[src/logic/clkgen_regs.svh]
// Register offsets, field positions, reset values and timing counts of the
// audio clock generation block.
// Assumes a 20 MHz system clock and a word-aligned AHB-Lite register map.
`ifndef CLKGEN_REGS_SVH
`define CLKGEN_REGS_SVH

// ==========================================================================
// Clock figures
`define CLK_HZ 20000000
`define PLL_OUT_HZ 270336000
`define PLL_REF_HZ 12288000
`define LOCK_TIME_US 500
`define LOCK_CYCLES (`LOCK_TIME_US * (`CLK_HZ / 1000000))
`define AO_BCLK_MAX_HZ 3072000
`define AO_MIN_GAP ((`CLK_HZ + 2 * `AO_BCLK_MAX_HZ - 1) / (2 * `AO_BCLK_MAX_HZ))
`define FRAME_DIV 512
`define PHASE_W 14
`define PHASE_FRAME_BIT 9
`define INC_BASE ((1 << (`PHASE_FRAME_BIT + 1)) / `FRAME_DIV)
`define G2_NUM 2
`define G2_DEN 3
`define NM_W_SHORT 9
`define NM_W_LONG 16
`define MCLK_REF_DIV 4
`define MCLK_WRAP (`MCLK_REF_DIV / 2)
`define HSIZE_WORD 3'h2

// ==========================================================================
// Register offsets
`define OFF_CTRL 8'h00
`define OFF_LOCK_STAT 8'h04
`define OFF_INT_STAT 8'h08
`define OFF_INT_MASK 8'h0C
`define OFF_NM0 8'h10
`define OFF_RATIO_A 8'h24
`define OFF_RATIO_B 8'h28
`define OFF_AO_RATIO 8'h2C
`define OFF_MCLK_SEL 8'h30

// ==========================================================================
// Fields and reset values
`define CTRL_PLL_EN 0
`define CTRL_GEN_LSB 1
`define NM_M_LSB 16
`define INT_LOCK 0
`define INT_UNLOCK 1
`define CTRL_RST 6'h00
`define NM_RST 32'h0001_0001
`define MCLK_SEL_RST 4'h1

`endif

[src/logic/clkgen_pkg.sv]
// Types shared by the audio clock generation modules.
// Assumes the constants header is on the include path.
`include "clkgen_regs.svh"

package clkgen_pkg;
	typedef logic [31:0] word_t;
	typedef logic [`PHASE_W-1:0] phase_t;
	typedef logic [2:0] ratio_t;
endpackage : clkgen_pkg

[src/logic/audio_clock_generation.sv]
// Audio clock generation: PLL lock model, three PLL-fed clock generator
// units with fifteen frame/bit clock domains, an always-on generator with
// ten domains, a master clock output and an AHB-Lite register slave.
// Assumes a single 20 MHz clock, with AHB-Lite inputs synchronous to it.
//
// Function
// - Three generator units, each a base rate plus fractions, fifteen rates.
// - Every one of the fifteen domains drives a bit clock and frame clock.
// - Frame rate is PLL output times N over 512 times M.
// - Generators one and two have nine-bit N and M.
// - Generator three has sixteen-bit N and M.
// - Generator two adds a fixed two-thirds division of its input.
// - PLL makes the core clock from the master input, 270.336 MHz nominal.
// - A lock flag sets once the PLL has locked and settled.
// - Always-on generator bypasses the PLL, two units, ten domains.
// - Always-on bit clocks never exceed 3.072 MHz.
// - Master clock out is reference over four times selectable N.
// - Master clock out toggles only while the PLL is enabled.
// - Clock crossings are glitch-free with no software involvement.
`timescale 1ns/1ps
`include "clkgen_regs.svh"

module audio_clock_generation
	import clkgen_pkg::*;
#(
	parameter int LOCK_CYCLES = `LOCK_CYCLES
) (
	input wire logic CLK_SYS, // System clock, 20 MHz.
	input wire logic RST_N, // Asynchronous reset, active low.
	input wire logic HSEL, // AHB-Lite slave select.
	input wire logic [31:0] HADDR, // AHB-Lite address.
	input wire logic [1:0] HTRANS, // AHB-Lite transfer type.
	input wire logic HWRITE, // AHB-Lite write flag.
	input wire logic [2:0] HSIZE, // AHB-Lite transfer size.
	input wire logic [31:0] HWDATA, // AHB-Lite write data.
	input wire logic HREADY, // AHB-Lite bus ready.
	output word_t HRDATA, // AHB-Lite read data.
	output logic HREADYOUT, // AHB-Lite slave ready.
	output logic HRESP, // AHB-Lite response, always OKAY.
	output logic IRQ, // Interrupt level.
	output logic PLL_LOCK, // PLL lock flag.
	output logic [14:0] BCLK, // PLL-fed bit clocks.
	output logic [14:0] LRCLK, // PLL-fed frame clocks.
	output logic [9:0] AO_BCLK, // Always-on bit clocks.
	output logic [9:0] AO_LRCLK, // Always-on frame clocks.
	output logic MCLK_OUT // Master clock output.
);
	localparam int NGEN = 3;
	localparam int NAO = 2;
	localparam int FRAC = 5;
	localparam int NDOM = NGEN * FRAC;
	localparam int NAODOM = NAO * FRAC;
	localparam int NNM = NGEN + NAO;

	if (LOCK_CYCLES < 1) begin : bad_par
		$error("LOCK_CYCLES must be at least one");
	end

	// ======================================================================
	// Functions
	// Picks the bit clock of a domain from its phase counter.
	function automatic logic bclk_pick(input phase_t p, input ratio_t code,
		input int k);
		int idx;
		idx = (code > 3'h4) ? k : (4 - int'(code)) + k;
		return p[idx];
	endfunction : bclk_pick

	// Byte offset of the N/M register of unit i.
	function automatic logic [7:0] nm_off(input int i);
		return `OFF_NM0 + 8'(4 * i);
	endfunction : nm_off

	// Writable bits of the N/M register of unit i.
	function automatic word_t nm_mask(input int i);
		return (i == 2) ? 32'hFFFF_FFFF : 32'h01FF_01FF;
	endfunction : nm_mask

	// ======================================================================
	// Declarations
	logic [5:0] ctrl_q;
	logic [1:0] mask_q;
	logic [1:0] int_q;
	logic [1:0] int_d;
	logic [1:0] ev;
	word_t nm_q [NNM];
	logic [29:0] ratio_a_q;
	logic [14:0] ratio_b_q;
	logic [29:0] ao_ratio_q;
	logic [3:0] mclk_sel_q;
	logic [4:0] mclk_acc_q;
	logic [4:0] mclk_sum;
	logic lock_prev_q;
	logic locked;
	logic dwr_q;
	logic [7:0] daddr_q;
	logic acc_en;
	logic rd_clr;
	word_t rdata;
	logic [44:0] ratio;
	logic [NGEN-1:0] gen_run;
	logic [NAO-1:0] ao_run;
	phase_t ph [NGEN];
	phase_t ao_ph [NAO];

	// ======================================================================
	// Bus slave
	// A transfer is taken when selected, ready and NONSEQ or SEQ.
	assign acc_en = HSEL && HREADY && HTRANS[1];
	assign rd_clr = acc_en && !HWRITE && (HADDR[7:0] == `OFF_INT_STAT);

	// Address phase of a write is held for its data phase.
	always_ff @(posedge CLK_SYS or negedge RST_N) begin
		if (!RST_N) begin
			dwr_q <= 1'b0;
			daddr_q <= 8'h00;
		end else begin
			dwr_q <= acc_en && HWRITE && (HSIZE == `HSIZE_WORD);
			daddr_q <= HADDR[7:0];
		end
	end

	// The slave never stalls and never errors.
	always_ff @(posedge CLK_SYS or negedge RST_N) begin
		if (!RST_N) begin
			HREADYOUT <= 1'b0;
			HRESP <= 1'b0;
		end else begin
			HREADYOUT <= 1'b1;
			HRESP <= 1'b0;
		end
	end

	// Read decode; unmapped offsets read as zero.
	always_comb begin
		rdata = '0;
		if (HADDR[7:0] == `OFF_CTRL) begin
			rdata = 32'(ctrl_q);
		end else if (HADDR[7:0] == `OFF_LOCK_STAT) begin
			rdata = 32'(locked);
		end else if (HADDR[7:0] == `OFF_INT_STAT) begin
			rdata = 32'(int_q);
		end else if (HADDR[7:0] == `OFF_INT_MASK) begin
			rdata = 32'(mask_q);
		end else if (HADDR[7:0] == `OFF_RATIO_A) begin
			rdata = 32'(ratio_a_q);
		end else if (HADDR[7:0] == `OFF_RATIO_B) begin
			rdata = 32'(ratio_b_q);
		end else if (HADDR[7:0] == `OFF_AO_RATIO) begin
			rdata = 32'(ao_ratio_q);
		end else if (HADDR[7:0] == `OFF_MCLK_SEL) begin
			rdata = 32'(mclk_sel_q);
		end
		for (int i = 0; i < NNM; i++) begin
			if (HADDR[7:0] == nm_off(i)) begin
				rdata = nm_q[i];
			end
		end
	end

	// Read data are registered in the address phase for the data phase.
	always_ff @(posedge CLK_SYS or negedge RST_N) begin
		if (!RST_N) begin
			HRDATA <= '0;
		end else if (acc_en && !HWRITE) begin
			HRDATA <= rdata;
		end else begin
			HRDATA <= '0;
		end
	end

	// ======================================================================
	// Control registers
	// Written in the data phase with the word on HWDATA.
	always_ff @(posedge CLK_SYS or negedge RST_N) begin
		if (!RST_N) begin
			ctrl_q <= `CTRL_RST;
			mask_q <= 2'h0;
			ratio_a_q <= '0;
			ratio_b_q <= '0;
			ao_ratio_q <= '0;
			mclk_sel_q <= `MCLK_SEL_RST;
		end else if (dwr_q) begin
			if (daddr_q == `OFF_CTRL) begin
				ctrl_q <= HWDATA[5:0];
			end else if (daddr_q == `OFF_INT_MASK) begin
				mask_q <= HWDATA[1:0];
			end else if (daddr_q == `OFF_RATIO_A) begin
				ratio_a_q <= HWDATA[29:0];
			end else if (daddr_q == `OFF_RATIO_B) begin
				ratio_b_q <= HWDATA[14:0];
			end else if (daddr_q == `OFF_AO_RATIO) begin
				ao_ratio_q <= HWDATA[29:0];
			end else if (daddr_q == `OFF_MCLK_SEL) begin
				mclk_sel_q <= HWDATA[3:0];
			end
		end
	end

	// N/M registers; unused bits of the nine-bit units stay zero.
	always_ff @(posedge CLK_SYS or negedge RST_N) begin
		if (!RST_N) begin
			for (int i = 0; i < NNM; i++) begin
				nm_q[i] <= `NM_RST;
			end
		end else begin
			for (int i = 0; i < NNM; i++) begin
				if (dwr_q && daddr_q == nm_off(i)) begin
					nm_q[i] <= HWDATA & nm_mask(i);
				end
			end
		end
	end

	// ======================================================================
	// PLL lock and interrupts
	// The core clock is the reference times the feedback ratio; here the
	// timer models only how long the loop takes to settle.
	pll_lock_timer #(
		.LOCK_CYCLES(LOCK_CYCLES)
	) u_lock (
		.clk(CLK_SYS),
		.rst_n(RST_N),
		.en(ctrl_q[`CTRL_PLL_EN]),
		.locked_q(locked)
	);

	assign PLL_LOCK = locked;

	// Lock gained and lock lost; a new event outranks a read clear.
	assign ev[`INT_LOCK] = locked && !lock_prev_q;
	assign ev[`INT_UNLOCK] = !locked && lock_prev_q;
	assign int_d = (int_q & ~{2{rd_clr}}) | ev;

	// Sticky status and the masked interrupt level.
	always_ff @(posedge CLK_SYS or negedge RST_N) begin
		if (!RST_N) begin
			lock_prev_q <= 1'b0;
			int_q <= 2'h0;
			IRQ <= 1'b0;
		end else begin
			lock_prev_q <= locked;
			int_q <= int_d;
			IRQ <= |(int_d & mask_q);
		end
	end

	// ======================================================================
	// PLL-fed generator units
	// PLL-fed units stand still until lock is reported.
	always_comb begin
		for (int i = 0; i < NGEN; i++) begin
			gen_run[i] = ctrl_q[`CTRL_GEN_LSB + i] && locked;
		end
		for (int j = 0; j < NAO; j++) begin
			ao_run[j] = ctrl_q[`CTRL_GEN_LSB + NGEN + j];
		end
	end

	// Unit one: nine-bit N and M.
	clkgen_divider #(
		.NW(`NM_W_SHORT)
	) u_gen1 (
		.clk(CLK_SYS),
		.rst_n(RST_N),
		.run(gen_run[0]),
		.num(nm_q[0][8:0]),
		.den(nm_q[0][`NM_M_LSB+:9]),
		.phase_q(ph[0])
	);

	// Unit two: nine-bit N and M behind a fixed two-thirds divider.
	clkgen_divider #(
		.NW(`NM_W_SHORT),
		.INC_MUL(`INC_BASE * `G2_NUM),
		.DEN_MUL(`G2_DEN)
	) u_gen2 (
		.clk(CLK_SYS),
		.rst_n(RST_N),
		.run(gen_run[1]),
		.num(nm_q[1][8:0]),
		.den(nm_q[1][`NM_M_LSB+:9]),
		.phase_q(ph[1])
	);

	// Unit three: sixteen-bit N and M for arbitrary rates.
	clkgen_divider #(
		.NW(`NM_W_LONG)
	) u_gen3 (
		.clk(CLK_SYS),
		.rst_n(RST_N),
		.run(gen_run[2]),
		.num(nm_q[2][15:0]),
		.den(nm_q[2][`NM_M_LSB+:16]),
		.phase_q(ph[2])
	);

	// ======================================================================
	// Always-on generator units
	// They run from the reference directly and pace steps to cap the bit clock.
	for (genvar j = 0; j < NAO; j++) begin : g_ao
		clkgen_divider #(
			.NW(`NM_W_SHORT),
			.MIN_GAP(`AO_MIN_GAP)
		) u_ao (
			.clk(CLK_SYS),
			.rst_n(RST_N),
			.run(ao_run[j]),
			.num(nm_q[NGEN + j][8:0]),
			.den(nm_q[NGEN + j][`NM_M_LSB+:9]),
			.phase_q(ao_ph[j])
		);
	end

	// ======================================================================
	// Domain outputs
	// Domain d uses unit d/5 at the base rate divided by two to the d%5.
	assign ratio = {ratio_b_q, ratio_a_q};

	always_ff @(posedge CLK_SYS or negedge RST_N) begin
		if (!RST_N) begin
			BCLK <= '0;
			LRCLK <= '0;
		end else begin
			for (int d = 0; d < NDOM; d++) begin
				BCLK[d] <= bclk_pick(ph[d / FRAC], ratio[d * 3 +: 3], d % FRAC);
				LRCLK[d] <= ph[d / FRAC][`PHASE_FRAME_BIT + d % FRAC];
			end
		end
	end

	// Always-on domains, laid out the same way over two units.
	always_ff @(posedge CLK_SYS or negedge RST_N) begin
		if (!RST_N) begin
			AO_BCLK <= '0;
			AO_LRCLK <= '0;
		end else begin
			for (int d = 0; d < NAODOM; d++) begin
				AO_BCLK[d] <= bclk_pick(ao_ph[d / FRAC], ao_ratio_q[d * 3 +: 3],
					d % FRAC);
				AO_LRCLK[d] <= ao_ph[d / FRAC][`PHASE_FRAME_BIT + d % FRAC];
			end
		end
	end

	// ======================================================================
	// Master clock output
	// Toggle steps come at reference times N over two, so the output is
	// reference over four times N, limited to half the reference.
	assign mclk_sum = mclk_acc_q + 5'(mclk_sel_q);

	always_ff @(posedge CLK_SYS or negedge RST_N) begin
		if (!RST_N) begin
			mclk_acc_q <= '0;
			MCLK_OUT <= 1'b0;
		end else if (!ctrl_q[`CTRL_PLL_EN]) begin
			mclk_acc_q <= '0;
			MCLK_OUT <= 1'b0;
		end else if (mclk_sum >= 5'(`MCLK_WRAP)) begin
			MCLK_OUT <= !MCLK_OUT;
			if (mclk_sum - 5'(`MCLK_WRAP) >= 5'(`MCLK_WRAP)) begin
				mclk_acc_q <= '0;
			end else begin
				mclk_acc_q <= mclk_sum - 5'(`MCLK_WRAP);
			end
		end else begin
			mclk_acc_q <= mclk_sum;
		end
	end
endmodule : audio_clock_generation

[src/logic/clkgen_divider.sv]
// One N/M clock generator unit: a fractional accumulator that advances a
// phase counter at 1024 steps per frame of the base rate.
// Assumes num and den are static or change only by register writes.
`timescale 1ns/1ps
`include "clkgen_regs.svh"

module clkgen_divider
	import clkgen_pkg::*;
#(
	parameter int NW = 9,
	parameter int INC_MUL = `INC_BASE,
	parameter int DEN_MUL = 1,
	parameter int MIN_GAP = 1,
	parameter int GW = 3
) (
	input wire logic clk, // System clock.
	input wire logic rst_n, // Asynchronous reset, active low.
	input wire logic run, // Unit running level.
	input wire logic [NW-1:0] num, // Numerator N.
	input wire logic [NW-1:0] den, // Denominator M.
	output phase_t phase_q // Phase counter.
);
	localparam int AW = NW + 4;

	if (NW < 1 || NW > 16 || MIN_GAP < 1 || MIN_GAP >= 2 ** GW) begin : bad_par
		$error("clkgen_divider parameters out of range");
	end

	logic [NW-1:0] n_q;
	logic [NW-1:0] m_q;
	logic [AW-1:0] acc_q;
	logic [GW-1:0] gap_q;
	logic [AW-1:0] inc;
	logic [AW-1:0] lim;
	logic [AW-1:0] sum;
	logic [AW-1:0] rem;

	// Step N*INC against M*DEN gives steps at f*N/(512*M) times 1024.
	assign inc = AW'(n_q) * AW'(INC_MUL);
	assign lim = AW'(m_q) * AW'(DEN_MUL);
	assign sum = acc_q + inc;
	assign rem = sum - lim;

	// ======================================================================
	// Accumulator and phase
	// New N and M are taken only while stopped or at a frame wrap, so edges never glitch.
	always_ff @(posedge clk or negedge rst_n) begin
		if (!rst_n) begin
			acc_q <= '0;
			phase_q <= '0;
			gap_q <= '0;
			n_q <= '0;
			m_q <= '0;
		end else if (!run) begin
			acc_q <= '0;
			phase_q <= '0;
			gap_q <= '0;
			n_q <= num;
			m_q <= den;
		end else if (gap_q != '0) begin
			gap_q <= gap_q - GW'(1);
		end else if (sum >= lim) begin
			acc_q <= (rem >= lim) ? '0 : rem;
			phase_q <= phase_q + `PHASE_W'(1);
			gap_q <= GW'(MIN_GAP - 1);
			if (&phase_q[`PHASE_FRAME_BIT:0]) begin
				n_q <= num;
				m_q <= den;
			end
		end else begin
			acc_q <= sum;
		end
	end
endmodule : clkgen_divider

[src/logic/pll_lock_timer.sv]
// Lock model of the integer PLL: raises the lock flag a fixed time after
// enable and drops it at once when the PLL is disabled.
// Assumes en is synchronous to clk.
`timescale 1ns/1ps
`include "clkgen_regs.svh"

module pll_lock_timer #(
	parameter int LOCK_CYCLES = `LOCK_CYCLES
) (
	input wire logic clk, // System clock.
	input wire logic rst_n, // Asynchronous reset, active low.
	input wire logic en, // PLL enable level.
	output logic locked_q // Lock flag.
);
	localparam int CW = $clog2(LOCK_CYCLES + 1);

	if (LOCK_CYCLES < 1) begin : bad_lock
		$error("LOCK_CYCLES must be at least one");
	end

	logic [CW-1:0] cnt_q;

	// ======================================================================
	// Lock counter
	// Counts enabled cycles; disabling clears both count and flag.
	always_ff @(posedge clk or negedge rst_n) begin
		if (!rst_n) begin
			cnt_q <= '0;
			locked_q <= 1'b0;
		end else if (!en) begin
			cnt_q <= '0;
			locked_q <= 1'b0;
		end else if (cnt_q == CW'(LOCK_CYCLES - 1)) begin
			locked_q <= 1'b1;
		end else begin
			cnt_q <= cnt_q + CW'(1);
		end
	end
endmodule : pll_lock_timer

[config.mk]
export PLATFORM = sky130hd
export DESIGN_NAME = audio_clock_generation
export DESIGN_NICKNAME = d
export VERILOG_FILES = /design/src/logic/clkgen_pkg.sv /design/src/logic/audio_clock_generation.sv /design/src/logic/clkgen_divider.sv /design/src/logic/pll_lock_timer.sv
export VERILOG_INCLUDE_DIRS = /design/src /design/src/logic
export SDC_FILE = /design/constraint.sdc
export NUM_CORES = 1
export LEC_CHECK = 0
export BUFFER_PORTS_ARGS = -buffer_cell sky130_fd_sc_hd__buf_2
export CAP_MARGIN = 10
export CORE_ASPECT_RATIO = 0.6
export CORE_MARGIN = 2
export CORE_UTILIZATION = 62
export CTS_CLUSTER_SIZE = 25
export DETAILED_ROUTE_END_ITERATION = 8
export PLACE_DENSITY = 0.8
export SETUP_SLACK_MARGIN = 0.5
export SYNTH_ARGS = -nofsm -noshare
export SYNTH_HDL_FRONTEND = slang
export SYNTH_SLANG_ARGS = --single-unit
export TNS_END_PERCENT = 5
[constraint.sdc]
create_clock -name CLK_SYS -period 15 [get_ports CLK_SYS]
set_clock_uncertainty 0.1 [all_clocks]
set_input_delay 3 -clock CLK_SYS [delete_from_list [all_inputs] [get_ports CLK_SYS]]
set_output_delay 3 -clock CLK_SYS [all_outputs]
set_load 0.01 [all_outputs]
# Word level (Yosys, flattened, before mapping)
# Cells that the tools add are included.
# W data, S select, Z words.
[totals]
regBits = 569
in_bits = 74
output_inout_bits = 87
wordCells = 500
[classes]
add_sub_neg = 68
multipliers = 1
magnitude_cmp = 62
n_eq_ne = 47
n_mux = 213
n_bitwise = 9
reduce_logical = 49
[op_table]
columns = ["operator", "count"]
rows = [
  ["$mux W32", 31],
  ["$lt A32 B6 Y1 const B", 25],
  ["$mux W9", 32],
  ["$mux W14", 17],
  ["$mux W30", 7],
  ["$mux W13", 16],
  ["$mux W16", 8],
  ["$bmux W1 S4", 25],
  ["$sub A3 B3 Y4 const A", 25],
  ["$add A14 B1 Y14 const B", 6],
  ["$eq A8 B6 Y1 const B", 10],
  ["$mux W20", 4],
  ["$ge A13 B9 Y1", 6],
  ["$gt A3 B3 Y1 const B", 25],
  ["$eq A8 B5 Y1 const B", 8],
  ["$mux W1", 54],
  ["$add A4 B3 Y5 const B", 10],
  ["$reduce_and A10 Y1", 5],
  ["$mux W3", 15],
  ["$ge A20 B16 Y1", 2],
  ["$add A13 B10 Y13", 3],
  ["$sub A13 B9 Y13", 3],
  ["$ge A13 B11 Y1", 2],
  ["$add A4 B2 Y5 const B", 5],
  ["other kinds (35)", 105],
]

# Longest topological paths before layout
[depth]
depth_word = 15
ltp_mapped = 22
depth_no_buf = 21

# Hierarchy
# A second synthesis with hierarchy kept.
[hier_totals]
cells_unflattened = 3654
area_unflattened_um2 = 36875.4
[by_module_without_submodules]
columns = ["mod", "n_inst", "cells_per_inst", "area_each_um2", "seq_area_each_um2"]
rows = [
  ["audio_clock_generation", 1, 1541, 16669.7, 7345.8],
  ["clkgen_divider (g_ao[0].u_ao ...)", 2, 361, 3438.3, 1201.2],
  ["clkgen_divider (u_gen3)", 1, 545, 5260.0, 1726.7],
  ["clkgen_divider (u_gen2)", 1, 429, 3962.6, 1201.2],
  ["clkgen_divider (u_gen1)", 1, 339, 3342.0, 1201.2],
  ["pll_lock_timer", 1, 78, 764.5, 375.4],
]

# Least setup slack after synthesis
# No wires, ideal clock.
[synth_timing]
path_kind = "input-to-reg"
startpoint = "input port HADDR[4]"
endpoint = "register HRDATA[24]"
setup_ps = 78
arrival_time_ps = 4861
required_ps = 14822
slack_ps = 9961
stages = 9
n_path_buf = 2
cell_sequence = "clkbuf_1 -> nor4b_1 -> nand3_1 -> nor2_1 -> clkbuf_1 -> nand2_1 -> a31oi_1 -> a21oi_1 -> a21oi_1"
[synth_via]
elab_chain_len = 14
word_cells_on_any_way = 25
classes_between = "11 x eq/ne; 13 x mux; 1 x reduce/logical"
[synth_lines]
columns = ["item", "line", "text"]
rows = [
  ["from (decl)", "audio_clock_generation.sv:31", "input wire logic [31:0] HADDR,"],
  ["$eq A8 B6 Y1 (no line)", "n/a", ""],
  ["$mux W30", "audio_clock_generation.sv:149", "end else if (HADDR[7:0] == `OFF_AO_RATIO) begin"],
  ["$mux W30", "audio_clock_generation.sv:147", "end else if (HADDR[7:0] == `OFF_RATIO_B) begin"],
  ["$mux W30", "audio_clock_generation.sv:145", "end else if (HADDR[7:0] == `OFF_RATIO_A) begin"],
  ["$mux W30", "audio_clock_generation.sv:143", "end else if (HADDR[7:0] == `OFF_INT_MASK) begin"],
  ["$mux W30", "audio_clock_generation.sv:141", "end else if (HADDR[7:0] == `OFF_INT_STAT) begin"],
  ["$mux W30", "audio_clock_generation.sv:139", "end else if (HADDR[7:0] == `OFF_LOCK_STAT) begin"],
  ["$mux W30", "audio_clock_generation.sv:137", "if (HADDR[7:0] == `OFF_CTRL) begin"],
  ["$mux W32 (4 in series)", "audio_clock_generation.sv:155", "if (HADDR[7:0] == nm_off(i)) begin"],
  ["$mux W32 *", "audio_clock_generation.sv:155", ""],
  ["$mux W32 *", "audio_clock_generation.sv:165", "end else if (acc_en && !HWRITE) begin"],
  ["to (signal assigned)", "audio_clock_generation.sv:166", "HRDATA <= rdata;"],
  ["to (decl)", "audio_clock_generation.sv:37", "output word_t HRDATA,"],
]
# Mark *: on every way between the ends. The rest lies on a longest branch, timed or not.
# A chain may end at the register's enable or synchronous reset.

# Final worst setup path
[layout_timing]
startpoint = "register u_gen2.m_q[0]"
endpoint = "register u_gen2.n_q[0]"
[layout_via]
elab_chain_len = 4
[layout_lines]
columns = ["item", "line", "text"]
rows = [
  ["from (decl)", "clkgen_divider.sv:30", "logic [NW-1:0] m_q;"],
  ["from (signal assigned)", "clkgen_divider.sv:59", "m_q <= den;"],
  ["from (signal assigned)", "clkgen_divider.sv:68", "m_q <= den;"],
  ["$mul A9 B2 Y11", "clkgen_divider.sv:40", "assign lim = AW'(m_q) * AW'(DEN_MUL);"],
  ["$ge A13 B11 Y1", "clkgen_divider.sv:62", "end else if (sum >= lim) begin"],
  ["$ne A2 B2 Y1 (no line)", "n/a", ""],
  ["$reduce_and A3 Y1 (no line)", "n/a", ""],
  ["to (signal assigned)", "clkgen_divider.sv:58", "n_q <= num;"],
  ["to (signal assigned)", "clkgen_divider.sv:67", "n_q <= num;"],
  ["to (decl)", "clkgen_divider.sv:29", "logic [NW-1:0] n_q;"],
]
# Every way passes these cells.

==> results.toml <==
[clock_tree]
path_clk_slew_ns = 0.07
post_cts_resized = 0
cts_setup_buffers = 0
ctsHtreeMaxLevel = 2
clockBufferDepth = 3
clkSinkCount = 569
cts_made_buffers = 54
clock_latency_ns = 0.65
cts-root-buf = "clkbuf_16"
cts_tree = "built"
hold_buffers = 0

[power_and_ir_drop]
peakVddDrop_mv = 0.164
leakage_nw = 17.5
power.density_nw_per_um2 = 118

[worst_setup_path]
worstPathArrival_ns = 6.20
reg2reg_to = "u_gen2.n_q[0]"
cp_max_fo = 19
critPathKind = "flop to flop"
worstSetupEndpointType = "flop"
cp.required_ns = 15.42
rr_worst_depth = 19
r2r_start = "u_gen2.m_q[0]"
reg2reg_slack_ns = 9.23
cp-start-kind = "flop"

[synthesis]
yosys_most_used_dff = "dfrtp_1"
synth_area_leader_cell = "dfrtp_1"
netlist_area_sq_um = 35200
ys_seq_area_share_pct = 40.5
synth_cell_type_count = 99
synth_edf_count = 0
yosys-top-cells-count = "558 x dfrtp_1, 251 x ha_1, 247 x mux2_2"
syn_inst = 3421
yosysWarnings = 0
synth.area.top_cells = "dfrtp_1 40%, ha_1 8.9%, mux2_2 7.9%, xnor2_1 2.9%, a21oi_1 2.9%"
yosysMostFrequentCell = "dfrtp_1"
synth_top_area_share_pct = 39.7
yosys_register_bits = 569
ys_async_sr_fraction_pct = 100
syn_area_per_cell_sq_um = 10.3

[sta]
rsz0062_at_grt = "no"
slew_violations = 0
finalCriticalPeriod_ns = 5.77
fmax_mhz = 173
fin_setup_tns_ns = 0
finalHoldViolations = 0
setup_viol = 0
final.period_utilization_pct = 38.5
worstMarginPinSlew_ns = 1.16
max_slew_margin_pct = 22.7

[placement]
portBuffers = 134
dp_cells = 4208
dp_hpwl_um = 70700
place_congestion = 0.995

[finish]
final_cells = 4306
syn_to_final_growth_pct = 8.71
register_area_sq_um = 14300
fin_nets = 3842
multi_input_area_sq_um = 19600
fillers = 4203
drive_above_1_share_pct = 16.7

[min_path]
holdCritPathClass = "flop to flop"
whs_endpoint = "g_ao[0].u_ao.m_q[4]"
hp-start = "g_ao[0].u_ao.m_q[4]"
min_path_cells = 1

[die]
core_sq_um = 55900
placementRows = 67
die_w_um = 311
ios = 161
dieArea_sq_um = 58700
start_util_pct = 62.9
chipHeight_um = 188

[job]
maxCapViolations = 0

[route]
vias = 27600
ant_nets = 0
routedWlPerCell_um = 22.1
drc = 0
drt_pass1_iterations = 9
vias_per_cell = 6.42
finalWirelength_um = 95200
drtIter0Drc = 3370

[global_routing]
grt_pass1_wl_um = 150000
grt_usage_pct = 32.4
grt_pass1_vias = 25800
antenna_found_initial = 5
grt-ovfl-total = 0
grt_max_degree = 134

[run_status]
outcome = "completed"
[per-layer routing]
layer  GRT usage (%)  share of wire, %  vias to the layer above
li1                -                 -                    12600
met1            49.9                45                    13500
met2            44.8                41                     1341
met3            8.65                11                      154
met4            8.25               2.2                        0
met5               0                 0                        -
[sequential cells by signal (all words and copies together) (netlist names), 13 cells and up]
name,count
nm_q,104
HRDATA,32
ao_ratio_q,30
ratio_a_q,30
g_ao.u_ao.phase_q,28
g_ao.u_ao.acc_q,26
u_gen3.acc_q,20
g_ao.u_ao.m_q,18
g_ao.u_ao.n_q,18
u_gen3.m_q,16
u_gen3.n_q,16
BCLK,15
LRCLK,15
ratio_b_q,15
u_gen1.phase_q,14
u_gen2.phase_q,14
u_gen3.phase_q,14
u_lock.cnt_q,14
u_gen1.acc_q,13
u_gen2.acc_q,13
[critical path, cell delays in order, from the launching register on]
cell and delay (ns):
dfrtp_1 0.52, ha_1 0.30, fa_1 0.41, a21o_1 0.18, a21oi_1 0.27, o21bai_1 0.11, a21oi_1 0.22, nor2b_1 0.08
nor2_1 0.12, nor2_1 0.06, nor2_1 0.12, xor2_1 0.30, ha_1 0.28, and3_1 0.21, nand3_1 0.09, o22a_1 0.22
and4_1 0.27, nand4b_1 0.39, o21ai_2 0.97, mux2_2 0.43
[cell families after synthesis]
group           synth area share, %
xor+xnor                       4.50
mux                            14.3
buf+inv                        3.84
simple gates                   11.7
other cells                  0.0214
compound gates                 15.4
flops                          40.5
fa+ha+maj                      9.70
[layout make-up]
class,count,area share [%]
Sequential cell,569,37.3
Antenna cell,4,0.0262
Timing Repair Buffer,156,2.21
Tap cell,759,2.48
Multi-Input combinational cell,2510,51.3
Clock buffer,73,3.90
Inverter,214,2.10
Clock inverter,21,0.723
[worst max-delay path by stage]
| stage | end | start | slack [ns] |
|---|---|---|---|
| detailed placement | HRDATA[12] | HADDR[5] | 8.93 |
| global route | u_gen2.n_q[3] | u_gen2.m_q[0] | 8.93 |
| global placement | HRDATA[12] | HADDR[5] | 9.01 |
| finish | u_gen2.n_q[0] | u_gen2.m_q[0] | 9.23 |
| CTS | u_gen2.n_q[3] | u_gen2.m_q[0] | 9.29 |
| floorplan | HRDATA[24] | HADDR[4] | 9.96 |
[power breakdown]
| group | switching (mW) | leakage [nW] | internal, mW |
|---|---|---|---|
| Sequential | 0.0961 | 7.20 | 1.62 |
| Clock | 0.636 | 0.864 | 0.786 |
| Combinational | 0.805 | 9.47 | 0.583 |
| Total | 1.54 | 17.5 | 2.99 |
[stage by stage]
step | setup WS, ns | hold WS (ns) | utilization, % | instance area [sq um] | total power, mW
2_1_floorplan | 9.96 | 0.252 | - | 35200 | 2.73
3_3_place_gp | 9.01 | 0.368 | 65.2 | 36500 | 3.05
3_5_place_dp | 8.93 | 0.377 | 65.2 | 36500 | 3.09
4_1_cts | 9.29 | 0.389 | 68.4 | 38200 | 4.51
5_1_grt | 8.93 | 0.402 | 68.4 | 38200 | 4.77
6_report | 9.23 | 0.387 | 68.4 | 38200 | 4.53
[placed cells by master (no fill, tap or decap), types with 46 or more instances in the layout]
master,count
a21o_1,53
a21oi_1,201
a22oi_1,75
and2_1,51
and3_1,46
buf_2,133
clkbuf_16,54
dfrtp_1,558
ha_1,251
inv_1,213
mux2_1,60
mux2_2,247
mux2i_1,54
nand2_1,181
nand3_1,76
nor2_1,233
nor2b_1,47
o21ai_0,163
xnor2_1,117
xor2_1,62
Note: power is estimated with default switching activity, not from simulation.
